--- config.mk ---
export PLATFORM = sky130hd
export DESIGN_NAME = smcf_frontend
export DESIGN_NICKNAME = d
export VERILOG_FILES = /design/src/logic/smcf_pkg.sv /design/src/logic/smcf_pin_if.sv /design/src/logic/smcf_pin_sync.sv /design/src/logic/smcf_frontend.sv
export VERILOG_INCLUDE_DIRS = /design/src /design/src/logic
export SDC_FILE = /design/constraint.sdc
export NUM_CORES = 1
export LEC_CHECK = 0
export BUFFER_PORTS_ARGS = -buffer_cell sky130_fd_sc_hd__buf_2
export CAP_MARGIN = 10
export CORE_MARGIN = 3
export CORE_UTILIZATION = 50
export CTS_BUF_LIST = sky130_fd_sc_hd__clkbuf_8
export CTS_CLUSTER_DIAMETER = 50
export DETAILED_ROUTE_END_ITERATION = 10
export MAX_ROUTING_LAYER = met4
export PLACE_DENSITY = 0.72
export SLEW_MARGIN = 20
export SYNTH_ARGS = -nofsm -noshare
export SYNTH_HDL_FRONTEND = slang
export SYNTH_SLANG_ARGS = --single-unit
--- constraint.sdc ---
create_clock -name clk -period 5.65 [get_ports clk]
set_input_delay 0.565 -clock clk [delete_from_list [all_inputs] [get_ports clk]]
set_output_delay 0.565 -clock clk [all_outputs]
set_load 0.1 [all_outputs]
--- src/logic/smcf_map.svh ---
// opcodes, field positions and bit and byte counts of the serial memory command front end
`ifndef SMCF_MAP_SVH
`define SMCF_MAP_SVH
`define SMCF_OP_SET_LATCH    8'h06
`define SMCF_OP_CLR_LATCH    8'h04
`define SMCF_OP_STATUS_RD    8'h05
`define SMCF_OP_STATUS_WR    8'h01
`define SMCF_OP_MEM_WR       8'h02
`define SMCF_OP_MEM_RD       8'h03
`define SMCF_OP_FAST_RD      8'h0B
`define SMCF_OP_SS_WR        8'h42
`define SMCF_OP_SS_RD        8'h4B
`define SMCF_OP_DEV_ID       8'h9F
`define SMCF_OP_UNIQUE_ID    8'h4C
`define SMCF_OP_SN_WR        8'hC2
`define SMCF_OP_SN_RD        8'hC3
`define SMCF_OP_DEEP_PD      8'hBA
`define SMCF_OP_HIBERNATE    8'hB9
`define SMCF_LATCH_BIT       1
`define SMCF_ADDR_BYTES      2'h3
`define SMCF_BIT_LAST        3'h7
`define SMCF_BIT_FIRST       3'h0
`endif

--- src/logic/smcf_pkg.sv ---
// types of the serial memory command front end
package smcf_pkg;
  typedef enum logic [3:0] {
    SMCF_CMD_NONE       = 4'h0,
    SMCF_CMD_SET_LATCH  = 4'h1,
    SMCF_CMD_CLR_LATCH  = 4'h2,
    SMCF_CMD_STATUS_RD  = 4'h3,
    SMCF_CMD_STATUS_WR  = 4'h4,
    SMCF_CMD_MEM_WR     = 4'h5,
    SMCF_CMD_MEM_RD     = 4'h6,
    SMCF_CMD_FAST_RD    = 4'h7,
    SMCF_CMD_SS_WR      = 4'h8,
    SMCF_CMD_SS_RD      = 4'h9,
    SMCF_CMD_DEV_ID     = 4'hA,
    SMCF_CMD_UNIQUE_ID  = 4'hB,
    SMCF_CMD_SN_WR      = 4'hC,
    SMCF_CMD_SN_RD      = 4'hD,
    SMCF_CMD_DEEP_PD    = 4'hE,
    SMCF_CMD_HIBERNATE  = 4'hF
  } smcf_cmd_t;

  // frame phases, gray along opcode -> address -> data
  typedef enum logic [1:0] {
    SMCF_ST_IDLE   = 2'b00,
    SMCF_ST_OPCODE = 2'b01,
    SMCF_ST_ADDR   = 2'b11,
    SMCF_ST_DATA   = 2'b10
  } smcf_state_t;
endpackage

--- src/logic/smcf_pin_if.sv ---
// synchronised pin levels and edge events between the sampler and the decoder
`timescale 1ns/1ps
interface smcf_pin_if;
  logic sel;
  logic sel_fall;
  logic sel_rise;
  logic sck_lvl;
  logic sck_rise;
  logic sck_fall;
  logic sdi;
  modport src (output sel, sel_fall, sel_rise, sck_lvl, sck_rise, sck_fall, sdi);
  modport dst (input  sel, sel_fall, sel_rise, sck_lvl, sck_rise, sck_fall, sdi);
endinterface

--- src/logic/smcf_pin_sync.sv ---
// two-stage synchronisers and edge detection for the serial pins
`timescale 1ns/1ps
module smcf_pin_sync (
  // clock and reset
  input  wire logic clk,
  input  wire logic rst,
  // raw pins
  input  wire logic sel_n_pin,
  input  wire logic sck_pin,
  input  wire logic sdi_pin,
  // synchronised view
  smcf_pin_if.src   pins
);
  typedef struct packed {
    logic [2:0] s1;
    logic [2:0] s2;
    logic [2:0] s3;
  } smcf_sync_t;

  smcf_sync_t q, d;

  // s1 feeds s2 only; s3 is the previous s2 value for edge finding
  always_comb begin
    d    = q;
    d.s1 = {~sel_n_pin, sck_pin, sdi_pin};
    d.s2 = q.s1;
    d.s3 = q.s2;
  end

  always_ff @(posedge clk) begin
    if (rst) begin
      q <= '0;
    end else begin
      q <= d;
    end
  end

  assign pins.sel      = q.s2[2];
  assign pins.sel_fall = q.s2[2] & ~q.s3[2];
  assign pins.sel_rise = ~q.s2[2] & q.s3[2];
  assign pins.sck_lvl  = q.s2[1];
  assign pins.sck_rise = q.s2[1] & ~q.s3[1];
  assign pins.sck_fall = ~q.s2[1] & q.s3[1];
  assign pins.sdi      = q.s2[0];
endmodule

--- src/logic/smcf_frontend.sv ---
// serial command front end: opcode and address shifter, decoder and write latch
`timescale 1ns/1ps
`include "smcf_map.svh"

module smcf_frontend
  import smcf_pkg::*;
#(
  parameter int ADDR_W = 20
) (
  // clock and reset
  input  wire logic              clk,
  input  wire logic              rst,
  // serial pins
  input  wire logic              sel_n_pin,
  input  wire logic              sck_pin,
  input  wire logic              sdi_pin,
  output logic                   sdo_o,
  output logic                   sdo_oe_n,
  // downstream command port
  output smcf_pkg::smcf_cmd_t    cmd_o,
  output logic                   cmd_valid_o,
  output logic [ADDR_W-1:0]      addr_o,
  output logic                   addr_valid_o,
  output logic [7:0]             rx_byte_o,
  output logic                   rx_byte_valid_o,
  output logic                   write_allowed_o,
  output logic                   write_latch_flag,
  output logic                   mode3_o,
  output logic                   frame_end_o,
  // read data from downstream, loaded at the opcode, last address byte and each data byte boundary
  input  wire logic [7:0]        tx_byte_i,
  input  wire logic [7:0]        status_i
);
  import smcf_pkg::*;

  // synchronised pin view shared with the sampler
  smcf_pin_if pins ();

  // every pin passes two flip-flops first; costs two clocks of latency per edge
  smcf_pin_sync u_sync (
    .clk       (clk),
    .rst       (rst),
    .sel_n_pin (sel_n_pin),
    .sck_pin   (sck_pin),
    .sdi_pin   (sdi_pin),
    .pins      (pins)
  );

  // whole front end state: one register, one next-value copy
  typedef struct packed {
    smcf_state_t         st;
    smcf_cmd_t           cmd;
    logic                mode3;
    logic                armed;
    logic [2:0]          bit_cnt;
    logic [1:0]          addr_cnt;
    logic [7:0]          shift;
    logic [23:0]         addr_sh;
    logic [7:0]          tx_sh;
    logic                latch;
    logic                oe_n;                 // active low, so the pin leaves a flop directly
    logic                sdo;
    logic                cmd_valid;
    logic [ADDR_W-1:0]   addr;
    logic                addr_valid;
    logic [7:0]          rx_byte;
    logic                rx_valid;
    logic                frame_end;
  } smcf_fe_t;

  // q is the register, d its next value
  smcf_fe_t q, d;

  // opcode decode; every value off the table maps to no command
  function automatic smcf_cmd_t decode_op(input logic [7:0] op);
    unique case (op)
      `SMCF_OP_SET_LATCH: decode_op = SMCF_CMD_SET_LATCH;
      `SMCF_OP_CLR_LATCH: decode_op = SMCF_CMD_CLR_LATCH;
      `SMCF_OP_STATUS_RD: decode_op = SMCF_CMD_STATUS_RD;
      `SMCF_OP_STATUS_WR: decode_op = SMCF_CMD_STATUS_WR;
      `SMCF_OP_MEM_WR:    decode_op = SMCF_CMD_MEM_WR;
      `SMCF_OP_MEM_RD:    decode_op = SMCF_CMD_MEM_RD;
      `SMCF_OP_FAST_RD:   decode_op = SMCF_CMD_FAST_RD;
      `SMCF_OP_SS_WR:     decode_op = SMCF_CMD_SS_WR;
      `SMCF_OP_SS_RD:     decode_op = SMCF_CMD_SS_RD;
      `SMCF_OP_DEV_ID:    decode_op = SMCF_CMD_DEV_ID;
      `SMCF_OP_UNIQUE_ID: decode_op = SMCF_CMD_UNIQUE_ID;
      `SMCF_OP_SN_WR:     decode_op = SMCF_CMD_SN_WR;
      `SMCF_OP_SN_RD:     decode_op = SMCF_CMD_SN_RD;
      `SMCF_OP_DEEP_PD:   decode_op = SMCF_CMD_DEEP_PD;
      `SMCF_OP_HIBERNATE: decode_op = SMCF_CMD_HIBERNATE;
      default:            decode_op = SMCF_CMD_NONE;
    endcase
  endfunction

  // commands followed by three address bytes
  function automatic logic has_addr(input smcf_cmd_t c);
    has_addr = (c == SMCF_CMD_MEM_WR) || (c == SMCF_CMD_MEM_RD) ||
               (c == SMCF_CMD_FAST_RD) || (c == SMCF_CMD_SS_WR) ||
               (c == SMCF_CMD_SS_RD);
  endfunction

  // commands gated by the latch and cleared when the frame ends
  function automatic logic is_write(input smcf_cmd_t c);
    is_write = (c == SMCF_CMD_STATUS_WR) || (c == SMCF_CMD_MEM_WR) ||
               (c == SMCF_CMD_SS_WR) || (c == SMCF_CMD_SN_WR);
  endfunction

  // commands that drive the output during their data phase
  function automatic logic is_read(input smcf_cmd_t c);
    is_read = (c == SMCF_CMD_STATUS_RD) || (c == SMCF_CMD_MEM_RD) ||
              (c == SMCF_CMD_FAST_RD) || (c == SMCF_CMD_SS_RD) ||
              (c == SMCF_CMD_DEV_ID) || (c == SMCF_CMD_UNIQUE_ID) ||
              (c == SMCF_CMD_SN_RD);
  endfunction

  // per-cycle helpers of the next-state logic
  logic [7:0] byte_in;
  logic       rise_ok;
  logic [7:0] status_view;
  smcf_cmd_t  op_cmd;

  // status byte with the latch flag forced in; a status write cannot touch it
  // other bits pass through untouched; downstream owns their layout
  always_comb begin
    status_view                 = status_i;
    status_view[`SMCF_LATCH_BIT] = q.latch;
  end

  // in mode 3 the idle-high level is not an edge; armed after the first fall
  assign rise_ok = pins.sck_rise && (q.armed || !q.mode3);
  assign byte_in = {q.shift[6:0], pins.sdi};

  // decoded once per cycle; only used at the opcode boundary
  always_comb begin
    op_cmd = decode_op(byte_in);
  end

  // next state: select edges win over clock edges, so a cut frame still closes
  // and the latch rule still applies to it
  always_comb begin
    d            = q;
    d.cmd_valid  = 1'b0;
    d.addr_valid = 1'b0;
    d.rx_valid   = 1'b0;
    d.frame_end  = 1'b0;

    if (pins.sel_fall) begin
      // new frame: opcode phase, mode from the clock level now
      d.st       = SMCF_ST_OPCODE;
      d.mode3    = pins.sck_lvl;
      d.armed    = 1'b0;
      d.bit_cnt  = `SMCF_BIT_FIRST;
      d.addr_cnt = 2'h0;
      d.cmd      = SMCF_CMD_NONE;
      d.oe_n     = 1'b1;
      d.tx_sh    = 8'h00;                                   // no stale read bits cross frames
    end else if (pins.sel_rise || !pins.sel) begin
      // deselected: input ignored, output released
      d.st    = SMCF_ST_IDLE;
      d.oe_n  = 1'b1;
      if (pins.sel_rise) begin
        d.frame_end = 1'b1;
        // clear on the rising select after a write or clear command
        // a write cut short still counts, so a half-sent write needs a new set
        if (is_write(q.cmd) || q.cmd == SMCF_CMD_CLR_LATCH) begin
          d.latch = 1'b0;
        end
      end
    end else begin
      // a fall proves the clock has toggled, so mode 3 may count rises from here
      if (pins.sck_fall) begin
        d.armed = 1'b1;
      end
      // shift on each accepted rise; idle after a bad opcode shifts nothing
      if (rise_ok && q.st != SMCF_ST_IDLE) begin
        d.shift   = byte_in;
        d.bit_cnt = q.bit_cnt + 3'h1;
        if (q.st == SMCF_ST_ADDR) begin
          d.addr_sh = {q.addr_sh[22:0], pins.sdi};
        end
      end

      // byte boundary on the eighth rising edge
      if (rise_ok && q.bit_cnt == `SMCF_BIT_LAST) begin
        unique case (q.st)
          SMCF_ST_OPCODE: begin
            d.cmd       = op_cmd;
            d.cmd_valid = op_cmd != SMCF_CMD_NONE;
            if (op_cmd == SMCF_CMD_NONE) begin
              d.st = SMCF_ST_IDLE;
            end else if (has_addr(op_cmd)) begin
              d.st = SMCF_ST_ADDR;
            end else begin
              d.st = SMCF_ST_DATA;
            end
            if (op_cmd == SMCF_CMD_SET_LATCH) begin
              d.latch = 1'b1;
            end
            // reads without an address answer from the first data fall on
            if (op_cmd == SMCF_CMD_STATUS_RD) begin
              d.tx_sh = status_view;
            end else begin
              d.tx_sh = tx_byte_i;
            end
          end
          SMCF_ST_ADDR: begin
            d.addr_cnt = q.addr_cnt + 2'h1;
            if (q.addr_cnt == `SMCF_ADDR_BYTES - 2'h1) begin
              // leading four bits discarded by taking the low part only
              d.addr       = d.addr_sh[ADDR_W-1:0];
              d.addr_valid = 1'b1;
              d.st         = SMCF_ST_DATA;
              // tx_byte_i is taken here, before addr_valid_o is out: downstream
              // must have it ready; the fast-read dummy byte is not modelled
              d.tx_sh      = tx_byte_i;
            end
          end
          SMCF_ST_DATA: begin
            // every data byte goes downstream; a read also reloads its next byte
            d.rx_byte  = byte_in;
            d.rx_valid = 1'b1;
            d.tx_sh    = (q.cmd == SMCF_CMD_STATUS_RD) ? status_view : tx_byte_i;
          end
          default: begin
            d.st = SMCF_ST_IDLE;
          end
        endcase
      end else if (q.st == SMCF_ST_ADDR && q.addr_cnt == 2'h0 && q.bit_cnt == 3'h0) begin
        // hold until first address bit; nothing to do
        d.st = q.st;
      end

      // output shifts on falling edges while a read sits in its data phase
      if (pins.sck_fall && q.st == SMCF_ST_DATA && is_read(q.cmd)) begin
        d.oe_n  = 1'b0;
        d.sdo   = q.tx_sh[7];
        d.tx_sh = {q.tx_sh[6:0], 1'b0};
      end
    end
  end

  // tx_sh loads at a byte boundary, so the first falling edge after it emits bit 7
  always_ff @(posedge clk) begin
    if (rst) begin
      q       <= '0;
      q.st    <= SMCF_ST_IDLE;
      q.cmd   <= SMCF_CMD_NONE;
      q.latch <= 1'b0;
      q.oe_n  <= 1'b1;
    end else begin
      q <= d;
    end
  end

  // all outputs straight from flip-flops; sdo keeps its last bit, the enable decides
  assign sdo_o            = q.sdo;
  assign sdo_oe_n         = q.oe_n;

  // downstream command port
  assign cmd_o            = q.cmd;
  assign cmd_valid_o      = q.cmd_valid;
  assign addr_o           = q.addr;
  assign addr_valid_o     = q.addr_valid;
  assign rx_byte_o        = q.rx_byte;
  assign rx_byte_valid_o  = q.rx_valid;

  // latch state, shared by the write gate and the status flag
  assign write_allowed_o  = q.latch;
  assign write_latch_flag = q.latch;
  assign mode3_o          = q.mode3;
  assign frame_end_o      = q.frame_end;
endmodule

Word-level counts from Yosys, hierarchy flattened
Cells that the tools add are included.

word-level totals
  input bits = 21
  output and inout bits = 41
  word-level logic and storage cells = 163
  bits in registers = 92

operators by class
  muxes and demuxes = 28
  bitwise logic cells = 15
  reduce and logical (&&, ||, !) cells = 51
  $add $sub $neg = 2
  equality and inequality tests = 45

operator list
  operator              number
  $pmux W4 S15          1
  $eq A8 B8 Y1 const B  5
  $mux W20              2
  $eq A4 B4 Y1 const B  8
  $mux W8               4
  $eq A4 B3 Y1 const B  7
  $eq A8 B3 Y1 const B  3
  $eq A8 B7 Y1 const B  3
  $pmux W8 S3           1
  $reduce_and A3 Y1     6
  $eq A8 B2 Y1 const B  2
  $logic_or A1 B1 Y1    16
  $eq A4 B2 Y1 const B  3
  $mux W4               3
  $not A1 Y1            11
  $mux W1               10
  $reduce_bool A2 Y1    5
  $reduce_or A5 Y1      2
  $mux W9               1
  $eq A8 B1 Y1 const B  1
  $eq A8 B4 Y1 const B  1
  $mux W2               4
  $reduce_and A4 Y1     2
  $reduce_bool A4 Y1    2
  other kinds (24)      38

Depth between registers and ports, before layout
  depth in word-level cells = 13
  depth in mapped cells = 8
  mapped depth without buffers = 7

Cells and area by module
From an unflattened synthesis, not the netlist that was laid out.

second synthesis, totals
  cell total of the unflattened synthesis = 534
  area, all modules = 4349.2 um2

modules (own cells, without submodules)
  module         cells an instance  seq. area each (um2)  area an instance (um2)  times used
  smcf_frontend  514                1661.6                4116.4                  1
  smcf_pin_sync  20                 160.2                 232.7                   1

Worst setup path after synthesis
No wires, ideal clock.

  path kind = flip-flop to flip-flop
  from = register q, in the netlist mode3_o
  to = register q[36] (netlist bit)
  data arrival time = 2.464 ns
  clock period less this slack = 2.590 ns
  data required time = 5.524 ns
  path buffers = 1
  cell stages (with the launch flop) = 8
  setup slack = 3.060 ns
  setup time = 0.126 ns
  path through = dfxtp_1 -> nor2b_1 -> and4bb_2 -> a2bb2oi_1 -> buf_2 -> nor3_1 -> o211ai_1 -> nand3_1

between the ends
  word-level cells in the longest chain between the ends = 6

ends and longest elaborated chain
  what                                  line                  RTL
  start, declared                       smcf_frontend.sv:72   smcf_fe_t q, d;
  $logic_not A1 Y1                      smcf_frontend.sv:131  assign rise_ok = pins.sck_rise && (q.armed || !q.mode3);
  $logic_or A1 B1 Y1                    smcf_frontend.sv:131
  $logic_and A1 B1 Y1                   smcf_frontend.sv:131
  $logic_and A1 B1 Y1 (no source line)  -
  $reduce_bool A2 Y1 (no source line)   -
  $reduce_and A4 Y1 (no source line)    -

Every way passes these cells.
A chain may end at the register's enable or synchronous reset.

Worst setup path after layout
  from = register u_sync.q[2] (netlist bit)
  to = register q[40] (netlist bit)

between the ends
  word-level cells in the longest chain between the ends = 4
  elaborated cells on any way between the ends = 7
  classes of those cells = 4 x bitwise; 3 x reduce/logical

ends and longest elaborated chain
  what                                line                  RTL
  start, declared                     smcf_pin_sync.sv:20   smcf_sync_t q, d;
  start signal, assigned              smcf_pin_sync.sv:32   q <= '0;
  start signal, assigned              smcf_pin_sync.sv:34   q <= d;
  $and A1 B1 Y1                       smcf_pin_sync.sv:40   assign pins.sel_rise = ~q.s2[2] & q.s3[2];
  $logic_or A1 B1 Y1                  smcf_frontend.sv:158  end else if (pins.sel_rise || !pins.sel) begin
  $not A1 Y1 (no source line)         -
  $reduce_and A4 Y1 (no source line)  -

Parallel ways exist; a longest one is shown, timed or not.

==> results.json <==
{
  "drt-vias-per-instance": 5.669,
  "avgRoutedWirePerCell_microns": 14.50,
  "grt.total_usage_pct": 20.08,
  "worstPathCellList": "nor2b_1, nor2_1, nand2_1, nor3_1, o211ai_1, nand3_1",
  "cts_resized": 0,
  "multi_input_area_sq_um": 2349,
  "ys.flop_type": "dfxtp_1",
  "swShare_pct": 25.13,
  "drc": 0,
  "grt_pass1_wl_mm": 16.62,
  "post-route-min-period_ns": 2.837,
  "vias": 3798,
  "nFillCells": 845,
  "cts-htree-levels": 3,
  "report.final.slew_viol_count": 0,
  "crit_path_end_kind": "flip-flop",
  "p_clk_share_pct": 38.0,
  "initial_core_util_pct": 52.36,
  "final-seq-area_sq_um": 1822,
  "post_cts_buffers": 0,
  "coreArea_sq_um": 8848,
  "p_int_mw": 0.8219,
  "r2r_start": "u_sync.q[2]",
  "fin_nets": 581,
  "p_total_mw": 1.098,
  "slew-limit-headroom_pct": 32.06,
  "layout-drive-gt1-share_pct": 17.79,
  "die_x_microns": 102.3,
  "synth-edff-count": 0,
  "worst_skew_pair.late_latency_ns": 0.37,
  "rows": 34,
  "cts_buffer_depth": 2,
  "cts.sinks": 91,
  "netlist_area_sq_um": 4633,
  "yosysSeqAreaShare_pct": 39.32,
  "power.density_nw_per_um2": 225.1,
  "setup_viol": 0,
  "finalHoldViolCount": 0,
  "arrival_ns": 3.15,
  "tritoncts": "yes",
  "hold_path_class": "input port to flip-flop",
  "max_stage_delay_ns": 0.73,
  "worstSetupStartpoint": "u_sync.q[2]",
  "cp_slowest_cell": "nor3_1",
  "hp-start": "sel_n_pin",
  "critPathRequiredTime_ns": 5.96,
  "grt_pass1_vias": 3618,
  "cts_root_buffer": "clkbuf_8",
  "synth_area_per_cell_sq_um": 8.393,
  "setup_tns_ns": 0,
  "grt_overflow": 0,
  "rsz0062_at_grt": "no",
  "ir_drop_mv": 0.1377,
  "antenna_found_initial": 0,
  "p_switching_mw": 0.2759,
  "synthesis.nets": 576,
  "io_pins": 62,
  "numCtsBuffers": 9,
  "skew_ns": 0.01086,
  "syn_to_final_growth_pct": 5.266,
  "hold_buffers": 0,
  "max_freq_mhz": 352.5,
  "dieArea_sq_um": 10460,
  "ys_types": 60,
  "fin_crit_sh_pct": 50.21,
  "yosys_warnings": 0,
  "worstSetupPathType": "flip-flop to flip-flop",
  "async_flop_share_pct": 0,
  "dr.pass1.iters": 4,
  "syn_inst": 552,
  "drt_iter0_drc": 160,
  "ys_ff_latch": 91,
  "drtAntennaViolNets": 0,
  "dp_hpwl_mm": 6.456,
  "worst_slew_pin_slew_ns": 1.019,
  "status": "completed",
  "utilization_pct": 55.12,
  "diodes": 0,
  "critPathMaxFanout": 13,
  "cellLeakagePower_nw": 1.787,
  "comb_power_share_pct": 3.1,
  "io_buffers": 60,
  "die_h_microns": 102.3,
  "path_clk_slew_ns": 0.10,
  "p_seq_share_pct": 59.0,
  "startpoint_type": "flip-flop",
  "gp_congestion": 0.8444,
  "wl_mm": 9.715,
  "grt_max_degree": 68,
  "maxCapViolCount": 0
}
[layer usage]
layer | up-vias | GRT usage, % | wire, microns
li1 | 1910 | - | -
met1 | 1777 | 26.04 | 4627
met2 | 99 | 32.43 | 4578
met3 | 12 | 4.505 | 439
met4 | 0 | 3.935 | 71
met5 | - | - | 0
[state kept, by name, summed over array words and instances, names as in the netlist, 2 cells and up]
| name | flops |
|---|---|
| addr_o | 20 |
| u_sync.d | 3 |
| u_sync.q | 2 |
| q | 36 |
| cmd_o | 4 |
| rx_byte_o | 8 |
| byte_in | 7 |
[power groups by stage]
| stage | registers (mW) | clock network (mW) | logic, mW |
|---|---|---|---|
| 4_1_cts | 0.647 | 0.436 | 0.0342 |
| 3_3_place_gp | 0.662 | 0 | 0.0334 |
| 3_5_place_dp | 0.662 | 0 | 0.0341 |
| 2_1_floorplan | 0.661 | 0 | 0.0213 |
| 6_report | 0.647 | 0.417 | 0.0338 |
| 5_1_grt | 0.648 | 0.453 | 0.0374 |
[final timing paths]
check | endpoint | slack (ns) | depth (start not counted)
worst max-delay path | q[40] | 2.81 | 6
worst min-delay path | u_sync.d[5] | 0.34 | 2
worst max register to register | q[40] | 2.81 | 6
worst min register to register | u_sync.pins.sck_lvl | 0.45 | 1
[cell usage after synthesis (all sizes together), types with 7 or more instances]
| cell | number | area [sq um] |
|---|---|---|
| o2bb2ai | 7 | 61.31 |
| o21ai | 21 | 105.1 |
| buf | 48 | 337.8 |
| a21oi | 40 | 200.2 |
| nor2b | 17 | 106.4 |
| mux2i | 38 | 380.4 |
| a211oi | 18 | 135.1 |
| inv | 14 | 52.55 |
| or3b | 7 | 61.31 |
| nand2 | 70 | 262.8 |
| nor4 | 9 | 71.32 |
| nand3 | 21 | 105.1 |
| o211ai | 17 | 132.6 |
| o21bai | 8 | 71.32 |
| clkbuf | 23 | 87.58 |
| dfxtp | 91 | 1822 |
| nor2 | 48 | 180.2 |
[per-stage QoR]
step                      setup WS, ns  hold slack, ns  instance area [sq um]  std cells
after global routing             2.576          0.3125                   4877        670
after CTS                        2.798          0.3129                   4877        670
after detailed placement         2.474          0.4291                   4696        654
after floorplan                  3.060          0.4138                   4633        552
final                            2.813          0.3372                   4877        670
after global placement           2.504          0.4199                   4696        654
[final cells by class]
| cell class | instances | area share, % |
|---|---|---|
| Clock buffer | 9 | 2.540 |
| Inverter | 14 | 1.077 |
| Tap cell | 108 | 2.771 |
| Timing Repair Buffer | 65 | 6.927 |
| Sequential cell | 91 | 37.35 |
| Multi-Input combinational cell | 376 | 48.15 |
| Clock inverter | 7 | 1.180 |
[logic make-up (layout without fill, tap and decap cells)]
| logic type | count (synthesis) | after routing | share of synthesized area (%) |
|---|---|---|---|
| AND/OR/NAND/NOR | 208 | 208 | 22.93 |
| AO/OA/AOI/OAI | 124 | 124 | 17.85 |
| flip-flops | 91 | 91 | 39.32 |
| buffers and inverters | 85 | 95 | 10.32 |
| multiplexers | 38 | 38 | 8.209 |
| adder cells (fa/ha/maj) | 3 | 3 | 0.8102 |
| XOR/XNOR | 3 | 3 | 0.5672 |
[critical path: cells and delay by family (launching register included)]
family / cells / cell delay, ns
compound gates: 1 / 0.20
simple gates: 5 / 2.01
flops: 1 / 0.57
[placed cells by master, fill, tap and decap left out, types with 3 or more instances in the layout]
master,synthesis,final
and3b_1,3,3
or3b_2,5,5
inv_6,0,3
o21bai_1,7,7
nor2b_1,17,17
buf_2,9,60
inv_1,14,15
nor2_1,48,48
o21ai_0,18,18
nand2_1,70,70
a21oi_1,40,40
nor3b_1,3,3
o21ai_1,3,3
nand2b_1,4,4
a211oi_1,18,18
ha_1,3,3
buf_4,33,5
mux2i_1,38,38
nand3_1,21,21
o2bb2ai_1,7,7
clkbuf_8,0,9
nor3_1,3,3
dfxtp_1,91,91
nor4_1,8,8
or2_2,4,4
o211ai_1,16,16
(Power assumes the default switching activity.)
